**config.mk**
```make
export PLATFORM = sky130hd
export DESIGN_NAME = uld_regs
export DESIGN_NICKNAME = d
export VERILOG_FILES = /design/src/uld_pkg.sv /design/src/uld_sync.sv /design/src/uld_loop_mux.sv /design/src/uld_regs.sv
export SDC_FILE = /design/constraint.sdc
export NUM_CORES = 1
export LEC_CHECK = 0
export ABC_AREA = 1
export ABC_CLOCK_PERIOD_IN_PS = 1640
export BUFFER_PORTS_ARGS = -buffer_cell sky130_fd_sc_hd__buf_2
export CAP_MARGIN = 20
export CORE_MARGIN = 4
export CORE_UTILIZATION = 40
export CTS_CLUSTER_SIZE = 10
export DETAILED_ROUTE_END_ITERATION = 10
export PLACE_DENSITY_LB_ADDON = 0.25
export SLEW_MARGIN = 10
export SYNTH_ARGS = -nofsm -noshare
export SYNTH_HDL_FRONTEND = slang
export SYNTH_SLANG_ARGS = --single-unit
```
**constraint.sdc**
```tcl
create_clock -name mclk -period 1.64 [get_ports mclk]
set_input_delay 0.328 -clock mclk [delete_from_list [all_inputs] [get_ports mclk]]
set_output_delay 0.328 -clock mclk [all_outputs]
set_load 0.01 [all_outputs]
```
**src/uld_pkg.sv**
```systemverilog
// Constants shared by the register page decoder and loopback logic
package uld_pkg;
  // Locations on A2..A0
  localparam logic [2:0] LOC_DATA = 3'h0;
  localparam logic [2:0] LOC_IER = 3'h1;
  localparam logic [2:0] LOC_ISR = 3'h2;
  localparam logic [2:0] LOC_LCR = 3'h3;
  localparam logic [2:0] LOC_MCR = 3'h4;
  localparam logic [2:0] LOC_LSR = 3'h5;
  localparam logic [2:0] LOC_MSR = 3'h6;
  localparam logic [2:0] LOC_SPR = 3'h7;
  // Page key and divisor test value
  localparam logic [7:0] PAGE2_KEY = 8'hbf;
  localparam logic [7:0] DIV_ZERO = 8'h00;
  // Field positions
  localparam int LCR_DLAB = 7;
  localparam int MCR_DTR = 0;
  localparam int MCR_RTS = 1;
  localparam int MCR_OP1 = 2;
  localparam int MCR_OP2 = 3;
  localparam int MCR_LOOP = 4;
  localparam int EFR_ENH = 4;
  localparam int EFR_ARTS = 6;
  localparam int EFR_ACTS = 7;
  // Bits that exist only with the enhanced enable
  localparam logic [7:0] IER_ENH = 8'hf0;
  localparam logic [7:0] ISR_ENH = 8'h30;
  localparam logic [7:0] FCR_ENH = 8'h30;
  localparam logic [7:0] MCR_ENH = 8'he0;
  localparam logic [7:0] MSR_ENH = 8'hf0;
  // Reset values
  localparam logic [7:0] REG_RST = 8'h00;
  localparam logic PIN_IDLE = 1'b1;
endpackage

```
**src/uld_sync.sv**
```systemverilog
// Two-stage synchroniser for pin inputs
`timescale 1ns/1ps
module uld_sync #(
  parameter int W = 1,
  parameter logic [W-1:0] RST_VAL = '0
) (
  // Clock and reset
  input wire logic mclk,
  input wire logic rst,
  // Data
  input wire logic [W-1:0] din,
  output logic [W-1:0] dout
);
  logic [W-1:0] stage1;

  always_ff @(posedge mclk)
  begin
    if (rst)
    begin
      stage1 <= RST_VAL;
      dout <= RST_VAL;
    end
    else
    begin
      stage1 <= din;
      dout <= stage1;
    end
  end
endmodule

```
**src/uld_loop_mux.sv**
```systemverilog
// Serial and modem path steering for normal and loopback operation
`timescale 1ns/1ps
module uld_loop_mux
  import uld_pkg::*;
(
  // Control
  input wire logic [7:0] modem_control,
  input wire logic [7:0] enhanced_function,
  // Serial paths
  input wire logic tsr_out,
  input wire logic rx_s,
  output logic next_tx,
  output logic next_rsr_in,
  // Modem pins, synchronised, active low
  input wire logic cts_s_n,
  input wire logic dsr_s_n,
  input wire logic cd_s_n,
  input wire logic ri_s_n,
  output logic [3:0] next_mo_n,
  // Status seen by the core, active high: cd ri dsr cts
  output logic [3:0] next_mstat,
  output logic next_arts,
  output logic next_acts
);
  logic loop;

  assign loop = modem_control[MCR_LOOP];

  always_comb
  begin
    if (loop)
    begin
      next_tx = PIN_IDLE;
      next_rsr_in = tsr_out;
      next_mo_n = {4{PIN_IDLE}};
      // External modem pins are not looked at here
      next_mstat = {modem_control[MCR_OP2], modem_control[MCR_OP1], modem_control[MCR_DTR],
                    modem_control[MCR_RTS]};
    end
    else
    begin
      next_tx = tsr_out;
      next_rsr_in = rx_s;
      next_mo_n = ~modem_control[3:0];
      next_mstat = ~{cd_s_n, ri_s_n, dsr_s_n, cts_s_n};
    end
    // Hardware flow control is withheld while looping back
    next_arts = enhanced_function[EFR_ARTS] & ~loop;
    next_acts = enhanced_function[EFR_ACTS] & ~loop;
  end
endmodule

```
**src/uld_regs.sv**
```systemverilog
// Host register page decoder with internal loopback steering
`timescale 1ns/1ps
// Overview of operation
// - Loopback is on exactly while modem control bit 4 is set.
// - In loopback the transmit shift output feeds the receive shift input.
// - In loopback transmit pin sits at mark, RTS and DTR deasserted.
// - In loopback external CTS, DSR, CD and RI pins are ignored.
// - All other register and data functions keep working in loopback.
// - Automatic RTS/CTS flow control is withheld during loopback.
// - Three address lines and the bus direction select the register.
// - Second page is reachable only while line control equals 0xBF.
// - Location 0, divisor bit clear: read receive, write transmit.
// - Divisor bit set, not 0xBF: locations 0 and 1 are divisor bytes.
// - Divisor zero in that page: reads give revision and device codes.
// - Divisor bit clear: location 1 is interrupt enable.
// - Divisor bit clear: location 2 reads status, writes FIFO control.
// - Line control at location 3 is always readable and writable.
// - Divisor bit clear: modem control at 4, scratch pad at 7.
// - Divisor bit clear: locations 5 and 6 read line and modem status.
// - With enhanced bit, writes at 5 and 6 load extra feature and pulse width.
// - At 0xBF: enhanced function at 2, flow characters at 4 to 7.
// - Extended bits act only with enhanced bit 4, else read 0.
// - Gated bits: upper enables, status 5:4, FIFO 5:4, modem 7:5, modem status 7:4.
module uld_regs
  import uld_pkg::*;
#(
  parameter logic [7:0] REV_CODE = 8'h01, // Arbitrary value
  parameter logic [7:0] DEV_ID = 8'h5a // Arbitrary value
) (
  // Clock and reset
  input wire logic mclk,
  input wire logic rst,
  // Host bus pins
  input wire logic cs_n,
  input wire logic rd_n,
  input wire logic wr_n,
  input wire logic [2:0] addr,
  input wire logic [7:0] d_in,
  output logic [7:0] d_out,
  output logic d_oe,
  // Core status in
  input wire logic [7:0] rhr_data,
  input wire logic [7:0] isr_data,
  input wire logic [7:0] lsr_data,
  input wire logic [3:0] msr_delta,
  // Core strobes out
  output logic [7:0] wr_byte,
  output logic thr_wr,
  output logic fcr_wr,
  output logic rhr_read,
  output logic isr_read,
  output logic lsr_read,
  output logic msr_read,
  // Configuration out
  output logic [7:0] dll,
  output logic [7:0] baud_divisor_high,
  output logic [7:0] line_control,
  output logic [7:0] enhanced_function,
  output logic [7:0] xon1,
  output logic [7:0] xon2,
  output logic [7:0] xoff1,
  output logic [7:0] xoff2,
  output logic [7:0] ier_cfg,
  output logic [7:0] mcr_cfg,
  output logic [7:0] xfr_cfg,
  output logic [7:0] infrared_pulse_width_cfg,
  output logic loopback,
  output logic auto_rts_en,
  output logic auto_cts_en,
  // Serial paths
  input wire logic tsr_out,
  input wire logic rx,
  output logic rsr_in,
  output logic tx,
  // Modem pins
  input wire logic cts_n,
  input wire logic dsr_n,
  input wire logic cd_n,
  input wire logic ri_n,
  output logic dtr_n,
  output logic rts_n,
  output logic op1_n,
  output logic op2_n,
  output logic [3:0] mstat
);
  // ------------------------------------------------------------
  // Pin synchronisers
  // ------------------------------------------------------------
  logic [2:0] strb_s;
  logic [10:0] bus_s;
  logic [4:0] pins_s;

  uld_sync #(.W(3), .RST_VAL(3'h7)) u_strb (
    .mclk(mclk), .rst(rst), .din({cs_n, rd_n, wr_n}), .dout(strb_s)
  );
  uld_sync #(.W(11), .RST_VAL(11'h000)) u_bus (
    .mclk(mclk), .rst(rst), .din({addr, d_in}), .dout(bus_s)
  );
  uld_sync #(.W(5), .RST_VAL(5'h1f)) u_pins (
    .mclk(mclk), .rst(rst), .din({rx, cts_n, dsr_n, cd_n, ri_n}),
    .dout(pins_s)
  );

  // ------------------------------------------------------------
  // Strobe tracking
  // ------------------------------------------------------------
  logic wr_act;
  logic wr_act_q;
  logic rd_act;
  logic rd_act_q;
  logic commit;
  logic [2:0] w_loc;
  logic [7:0] w_val;

  assign wr_act = ~strb_s[2] & ~strb_s[0];
  assign rd_act = ~strb_s[2] & ~strb_s[1];
  // A write lands when the strobe ends, with what stood during it
  assign commit = wr_act_q & ~wr_act;

  always_ff @(posedge mclk)
  begin
    if (rst)
    begin
      wr_act_q <= 1'b0;
      rd_act_q <= 1'b0;
      w_loc <= LOC_DATA;
      w_val <= REG_RST;
    end
    else
    begin
      wr_act_q <= wr_act;
      rd_act_q <= rd_act;
      if (wr_act)
      begin
        w_loc <= bus_s[10:8];
        w_val <= bus_s[7:0];
      end
    end
  end

  // ------------------------------------------------------------
  // Page decode
  // ------------------------------------------------------------
  logic page2;
  logic dlab;
  logic enh;
  logic div_zero;
  logic [7:0] interrupt_enable;
  logic [7:0] modem_control;
  logic [7:0] scratch_pad;
  logic [7:0] extra_feature;
  logic [7:0] infrared_pulse_width;

  assign page2 = (line_control == PAGE2_KEY);
  assign dlab = line_control[LCR_DLAB];
  assign enh = enhanced_function[EFR_ENH];
  assign div_zero = (dll == DIV_ZERO) && (baud_divisor_high == DIV_ZERO);

  // ------------------------------------------------------------
  // Register writes
  // ------------------------------------------------------------
  always_ff @(posedge mclk)
  begin
    if (rst)
    begin
      dll <= REG_RST;
      baud_divisor_high <= REG_RST;
      interrupt_enable <= REG_RST;
      line_control <= REG_RST;
      modem_control <= REG_RST;
      scratch_pad <= REG_RST;
      enhanced_function <= REG_RST;
      xon1 <= REG_RST;
      xon2 <= REG_RST;
      xoff1 <= REG_RST;
      xoff2 <= REG_RST;
      extra_feature <= REG_RST;
      infrared_pulse_width <= REG_RST;
    end
    else if (commit)
    begin
      // Read-only places fall through with no effect
      unique case (w_loc)
        LOC_DATA:
          if (dlab) dll <= w_val;
        LOC_IER:
          if (dlab) baud_divisor_high <= w_val;
          else interrupt_enable <= w_val;
        LOC_ISR:
          if (page2) enhanced_function <= w_val;
        LOC_LCR:
          line_control <= w_val;
        LOC_MCR:
          if (page2) xon1 <= w_val;
          else modem_control <= w_val;
        LOC_LSR:
          if (page2) xon2 <= w_val;
          else if (enh) extra_feature <= w_val;
        LOC_MSR:
          if (page2) xoff1 <= w_val;
          else if (enh) infrared_pulse_width <= w_val;
        LOC_SPR:
          if (page2) xoff2 <= w_val;
          else scratch_pad <= w_val;
      endcase
    end
  end

  // ------------------------------------------------------------
  // Write strobes to the core
  // ------------------------------------------------------------
  always_ff @(posedge mclk)
  begin
    if (rst)
    begin
      thr_wr <= 1'b0;
      fcr_wr <= 1'b0;
      wr_byte <= REG_RST;
    end
    else
    begin
      thr_wr <= commit && w_loc == LOC_DATA && !dlab;
      fcr_wr <= commit && w_loc == LOC_ISR && !dlab;
      if (commit && w_loc == LOC_ISR)
        wr_byte <= enh ? w_val : (w_val & ~FCR_ENH);
      else if (commit)
        wr_byte <= w_val;
    end
  end

  // ------------------------------------------------------------
  // Read path
  // ------------------------------------------------------------
  logic [7:0] rd_mux;
  logic [7:0] msr_val;
  logic [2:0] r_loc;
  logic rd_start;

  assign r_loc = bus_s[10:8];
  assign rd_start = rd_act & ~rd_act_q;
  assign msr_val = {mstat, msr_delta};

  always_comb
  begin
    rd_mux = REG_RST;
    unique case (r_loc)
      LOC_DATA:
        if (!dlab) rd_mux = rhr_data;
        else if (!page2 && div_zero) rd_mux = REV_CODE;
        else rd_mux = dll;
      LOC_IER:
        if (!dlab) rd_mux = enh ? interrupt_enable : (interrupt_enable & ~IER_ENH);
        else if (!page2 && div_zero) rd_mux = DEV_ID;
        else rd_mux = baud_divisor_high;
      LOC_ISR:
        if (page2) rd_mux = enhanced_function;
        else rd_mux = enh ? isr_data : (isr_data & ~ISR_ENH);
      LOC_LCR:
        rd_mux = line_control;
      LOC_MCR:
        if (page2) rd_mux = xon1;
        else rd_mux = mcr_cfg;
      LOC_LSR:
        if (page2) rd_mux = xon2;
        else rd_mux = lsr_data;
      LOC_MSR:
        if (page2) rd_mux = xoff1;
        else rd_mux = enh ? msr_val : (msr_val & ~MSR_ENH);
      LOC_SPR:
        if (page2) rd_mux = xoff2;
        else rd_mux = scratch_pad;
    endcase
  end

  always_ff @(posedge mclk)
  begin
    if (rst)
    begin
      d_out <= REG_RST;
      d_oe <= 1'b0;
      rhr_read <= 1'b0;
      isr_read <= 1'b0;
      lsr_read <= 1'b0;
      msr_read <= 1'b0;
    end
    else
    begin
      d_out <= rd_mux;
      d_oe <= rd_act;
      // One pulse per read so the core can pop or clear once
      rhr_read <= rd_start && r_loc == LOC_DATA && !dlab;
      isr_read <= rd_start && r_loc == LOC_ISR && !page2;
      lsr_read <= rd_start && r_loc == LOC_LSR && !page2;
      msr_read <= rd_start && r_loc == LOC_MSR && !page2;
    end
  end

  // ------------------------------------------------------------
  // Gated configuration
  // ------------------------------------------------------------
  always_ff @(posedge mclk)
  begin
    if (rst)
    begin
      ier_cfg <= REG_RST;
      mcr_cfg <= REG_RST;
      xfr_cfg <= REG_RST;
      infrared_pulse_width_cfg <= REG_RST;
    end
    else
    begin
      ier_cfg <= enh ? interrupt_enable : (interrupt_enable & ~IER_ENH);
      mcr_cfg <= enh ? modem_control : (modem_control & ~MCR_ENH);
      xfr_cfg <= enh ? extra_feature : REG_RST;
      infrared_pulse_width_cfg <= enh ? infrared_pulse_width : REG_RST;
    end
  end

  // ------------------------------------------------------------
  // Loopback steering
  // ------------------------------------------------------------
  logic next_tx;
  logic next_rsr_in;
  logic [3:0] next_mo_n;
  logic [3:0] next_mstat;
  logic next_arts;
  logic next_acts;

  uld_loop_mux u_loop (
    .modem_control(modem_control), .enhanced_function(enhanced_function), .tsr_out(tsr_out), .rx_s(pins_s[4]),
    .next_tx(next_tx), .next_rsr_in(next_rsr_in),
    .cts_s_n(pins_s[3]), .dsr_s_n(pins_s[2]), .cd_s_n(pins_s[1]),
    .ri_s_n(pins_s[0]), .next_mo_n(next_mo_n),
    .next_mstat(next_mstat), .next_arts(next_arts), .next_acts(next_acts)
  );

  always_ff @(posedge mclk)
  begin
    if (rst)
    begin
      tx <= PIN_IDLE;
      rsr_in <= PIN_IDLE;
      {op2_n, op1_n, rts_n, dtr_n} <= {4{PIN_IDLE}};
      mstat <= 4'h0;
      loopback <= 1'b0;
      auto_rts_en <= 1'b0;
      auto_cts_en <= 1'b0;
    end
    else
    begin
      tx <= next_tx;
      rsr_in <= next_rsr_in;
      {op2_n, op1_n, rts_n, dtr_n} <= next_mo_n;
      mstat <= next_mstat;
      loopback <= modem_control[MCR_LOOP];
      auto_rts_en <= next_arts;
      auto_cts_en <= next_acts;
    end
  end
endmodule

```
== After elaboration in Yosys (flattened, before gate mapping) ==
Cells that the tools add are included.

* Mux-type cells: 18
* Order comparisons: 0
* Bitwise operators: 17
* Eq/ne operators: 15
* Reduce and logical (&&, ||, !) cells: 36
* Divide/modulo/power cells: 0
* Shifts and indexed selects: 0
* $mul: 0
* Add/sub/neg operators: 0

{| class="wikitable"
|+ Operators with widths
! operator !! count
|-
| 8-bit two-way mux || 13
|-
| 8-bit case mux with 8 select lines || 1
|-
| 3-bit AND reduction || 10
|-
| 3-bit == test, second input constant || 8
|-
| 8-bit zero test || 2
|-
| 1-bit logical AND || 14
|-
| 3-bit by 2-bit == test with 1-bit output, second input constant || 4
|-
| 6-bit two-way mux || 2
|-
| 1-bit inverter || 9
|-
| 8-bit == test, second input constant || 1
|-
| 4-bit inverter || 2
|-
| 4-bit AND reduction || 2
|-
| 1-bit AND || 6
|-
| 3-bit by 1-bit == test with 1-bit output, second input constant || 2
|-
| 3-bit zero test || 2
|-
| 4-bit two-way mux || 1
|-
| 2-bit OR reduction || 2
|-
| 1-bit zero test || 2
|-
| 2-bit AND reduction || 1
|-
| 2-bit nonzero test || 1
|-
| 1-bit two-way mux || 1
|}

* Memories: 0
* Logic and storage cells: 132
* Memory bits (read-only): 0
* Bits in latches: 0
* Bits in writable memories: 0
* Bits in registers: 222

== Logic depth before layout (Yosys ltp) ==
* Depth after elaboration: 6
* Gate-level depth with buffers: 12

== Hierarchy ==
Synthesis repeated with hierarchy kept, for this count alone.

* Cells, all modules: 1,106
* Area total of the unflattened synthesis: 8,484.4 um^2

{| class="wikitable"
|+ By module, submodules not included
! module !! cells each !! sequential area each (um^2) !! area an instance (um^2) !! times used
|-
| uld_regs || 966 || 3,663.5 || 7,297.0 || 1
|-
| uld_sync (u_bus) || 68 || 440.4 || 628.1 || 1
|-
| uld_sync (u_pins) || 31 || 200.2 || 279.0 || 1
|-
| uld_sync (u_strb) || 19 || 120.1 || 168.9 || 1
|-
| uld_loop_mux || 22 || 0.0 || 111.4 || 1
|}

== Worst setup path after synthesis ==
No wires, ideal clock.

* Kind: register to register
* Start point: register line_control[7]
* End point: register d_out[6]
* Cell stages (with the launch flop): 10
* Path slack: 0.138 ns
* Data arrival time: 1.383 ns
* Clock period less this slack: 1.502 ns
* Cell sequence: dfxtp_1 -> nand2_1 -> nor2_2 -> nand2_2 -> buf_6 -> buf_2 -> a21oi_1 -> nand3_1 -> nor2_1 -> a21oi_1

* Word-level cells in the longest chain between the ends: 6

{| class="wikitable"
|+ RTL lines
! item !! line !! source
|-
| from (decl) || uld_regs.sv:57 || <nowiki>output logic [7:0] line_control,</nowiki>
|-
| from (signal assigned) || uld_regs.sv:192 || <nowiki>line_control <= w_val;</nowiki>
|-
| 8-bit == test || uld_regs.sv:154 || <nowiki>assign page2 = (line_control == PAGE2_KEY);</nowiki>
|-
| 1-bit zero test || uld_regs.sv:249, uld_regs.sv:253 ||
|-
| 1-bit logical AND || uld_regs.sv:249, uld_regs.sv:253 ||
|-
| 8-bit two-way mux, on equally long branches || uld_regs.sv:253, uld_regs.sv:249 ||
|-
| 8-bit two-way mux, on equally long branches || uld_regs.sv:252, uld_regs.sv:248 ||
|-
| 8-bit case mux with 8 select lines (*) || uld_regs.sv:246 || <nowiki>unique case (r_loc)</nowiki>
|-
| to (signal assigned) || uld_regs.sv:288 || <nowiki>d_out <= rd_mux;</nowiki>
|-
| to (decl) || uld_regs.sv:39 || <nowiki>output logic [7:0] d_out,</nowiki>
|}

Every way passes the cells marked *; elsewhere a longest branch is shown, timed or not.
A chain may end at the register's enable or synchronous reset.

== Final worst setup path ==
* Start point: register line_control[6]
* End point: register d_out[3]

* Word-level cells in the longest chain between the ends: 6

{| class="wikitable"
|+ RTL lines
! item !! line
|-
| 8-bit == test (*) || uld_regs.sv:154
|-
| 1-bit zero test || uld_regs.sv:249, uld_regs.sv:253
|-
| 1-bit logical AND || uld_regs.sv:249, uld_regs.sv:253
|-
| 8-bit two-way mux, on equally long branches || uld_regs.sv:253, uld_regs.sv:249
|-
| 8-bit two-way mux, on equally long branches || uld_regs.sv:252, uld_regs.sv:248
|-
| 8-bit case mux with 8 select lines (*) || uld_regs.sv:246
|}

Marks and branches as above.

==> metrics <==
run status=finished, violations left; failing checks=setup timing; via count=8164; fmax=0.6067 GHz; Yosys reg bits=221; HPWL Detailed=20500 um; crit end category=flip-flop; cell row count=52; HP Start=addr[2]; Final Core Density=56.86%; Top Family by Delay on Critical Path=simple AND/OR/NAND/NOR gates; height of the die=152.4 um; area grow syn2layout=38.91%; remaining antenna violation count=0; internal power=8.668 mW; WP data arrival=2.07 ns; CP Cell Sequence=inv_2, nand2_2, nor2_4, buf_6, buf_6, nand3_1, nand3_1, nand4_1, nor2_1, nor2_1; Slew HR=67.03%; routed vias/inst=5.009; Starting DRT DRC Count=505; io pins=182; sequential power share=49.3%; fin worst setup slack=-0.008284 ns; ys async rst share=0%; clk_skew=0.009224 ns; clk root buf=clkbuf_16; Clock Power Share=46.1%; Layout Nets=1408; drt wl/cell=17.54 um; crit path max-delay cell type=dfxtp_2; Clock Latency Late Sink=0.54 ns; Worst Path Buf+Inv=3; CTS tree=done; Starting Density=40.93%; RSZ-0062 raised after global routing=true; DRC viols=0; Longest Clk Path Bufs=3; Least-Margin Pin Slew=0.4940 ns; CTS Buf Count=26; FF-to-FF path depth=10; first-pass iteration count of the detailed router=5; P_leak=5.311 nW; initial antenna violation count=0; P_sw=2.417 mW; Largest regs=u_bus.dout x11, u_bus.stage1 x11; Hold Crit Class=in2reg; Post-Syn Instances=1071; FF-to-FF End=d_out[3]; Sink Count=221; reg2reg setup slack=-0.008 ns; slowest cell delay on critical path=0.32 ns; H-Tree Depth=1; first-pass GRT wire length=42970 um; largest net degree at the start of global routing=53; hold path depth=3; placer congestion estimate=0.9063; Comb power frac=4.6%; Worst Setup SP=line_control[6]; overall routed net length=28590 um; top post-synthesis cells by area=dfxtp_1 (53%), a21oi_1 (8.6%), o21ai_0 (7.4%); share of layout cells above drive strength 1=30.88%; CP max FO=5; # Max-Cap Violations=0; remaining global-route overflow=0; Core ar.=20360 um^2; post-layout minimum cycle time=1.648 ns; vias in the first global route=7711; syn avg cell area=7.783 um^2; commonest cells after routing, fill and taps aside=dfxtp_1 (215), buf_2 (181), a21oi_1 (139); worst r2r src=line_control[6]; VDD IR-drop max=728.4 uV; Mapped Nets=1121; Die Area=23210 um^2; Worst-path clk slew=0.05 ns; final hold violations=0; most common cell after layout, fill and taps aside=dfxtp_1; # port buffers=181; count of cell types in the netlist=31; hold slack=0.01838 ns; Period Utilization, post-route=100.5%; synth warn=0; Yosys top cell by area=dfxtp_1; Mapped Area=8335 um^2; Setup CP Type=reg2reg; CP Launch Type=flip-flop; total power=11.09 mW; worst endpoint required time=2.06 ns; FILL cells=1897; fin. max-slew vios=0; Seq/Total Area, Yosys=53.08%; setup violators final=1; Die Wd=152.4 um; pwr/cell area=957.4 nW/um^2; Sw Share=21.81%; Post-synth EDFFs=0; worst hold path endpoint=u_bus.stage1[10]; gr usage total=23.09%; post-synth top area share=53.08%; number of diodes=0; prevailing post-synth register cell=dfxtp_1
cells in the mapped netlist, types with 2 or more instances:
| cell type | count |
|---|---|
| or2_2 | 17 |
| a21oi_1 | 143 |
| o21ai_1 | 9 |
| nand2_2 | 2 |
| nor3_1 | 2 |
| nand2_1 | 149 |
| buf_4 | 11 |
| nor2_2 | 4 |
| nor3_4 | 2 |
| inv_2 | 5 |
| nor2_4 | 3 |
| clkbuf_1 | 30 |
| inv_1 | 124 |
| nor3_2 | 3 |
| nand3b_1 | 14 |
| o22ai_1 | 4 |
| o21ai_0 | 124 |
| nand3_1 | 63 |
| nand4_1 | 3 |
| nand3_2 | 2 |
| dfxtp_1 | 221 |
| nor2_1 | 110 |
| buf_2 | 13 |
| clkinv_1 | 6 |
logic make-up (layout without fill, tap and decap cells):
group	after synthesis	after routing	share of synthesized area [%]
AND/OR/NAND/NOR	377	379	20.46
buffers and inverters	191	478	9.412
flip-flops	221	221	53.08
AO/OA/AOI/OAI	282	282	17.05
how the worst max path moves through the flow:
stage / cells past startpoint / endpoint / slack [ns]
3_3_place_gp: 12 / d_out[0] / -0.16
3_5_place_dp: 11 / d_out[0] / -0.18
6_report: 10 / d_out[3] / -0.008
4_1_cts: 11 / extra_feature[1] / -0.003
2_1_floorplan: 9 / d_out[6] / 0.14
5_1_grt: 10 / d_out[3] / -0.1
layout make-up:
class / instances / area (um^2) / area share, %
sequential: 221 / 4432 / 38.28
timing repair buffer: 312 / 2170 / 18.74
inverter: 136 / 520.5 / 4.495
clock inverter: 3 / 65.06 / 0.5619
clock buffer: 27 / 664.4 / 5.738
tap: 270 / 337.8 / 2.918
multi-input combinational: 661 / 3390 / 29.27
layer usage:
metal  share of wire [%]  up-vias  track usage (%)
li1                    -     4026                -
met2                  46      303            37.30
met5                   0        -                0
met3                 7.1       46            4.374
met1                  44     3789            31.70
met4                 2.5        0            6.635
metrics by stage:
step,std cells,TNS (ns),setup slack [ns],cell area [um^2]
2_1_floorplan,1071,0,0.1375,8335
3_3_place_gp,1563,-1.117,-0.1639,10130
3_5_place_dp,1563,-2.664,-0.1777,10130
4_1_cts,1614,-0.002725,-0.002725,11160
5_1_grt,1630,-0.6358,-0.09773,11580
6_report,1630,-0.008284,-0.008284,11580
worst reg2reg max path, delay by kind of cell, from the launching register on:
family                 cells  cell delay (ns)
buffers and inverters      3             0.35
flip-flops                 1             0.32
AND/OR/NAND/NOR            7             0.85
power by group through the flow:
stage	clock, mW	combinational (mW)	sequential [mW]
finish	5.11	0.508	5.47
CTS	5.19	0.482	5.47
global route	5.43	0.560	5.47
global placement	0	0.444	5.58
detailed placement	0	0.445	5.58
floorplan	0	0.227	5.59
repair_timing:
action | in CTS | in global routing
hold buffers | 19 | 0
buffers inserted | 1 | 11
setup endpoints to repair | 58 | 94
hold endpoints to repair | 19 | 0
resized for setup | 22 | 93
cloned | 1 | 5
pin swaps | 3 | 25
Note: power is estimated with default switching activity, not from simulation.
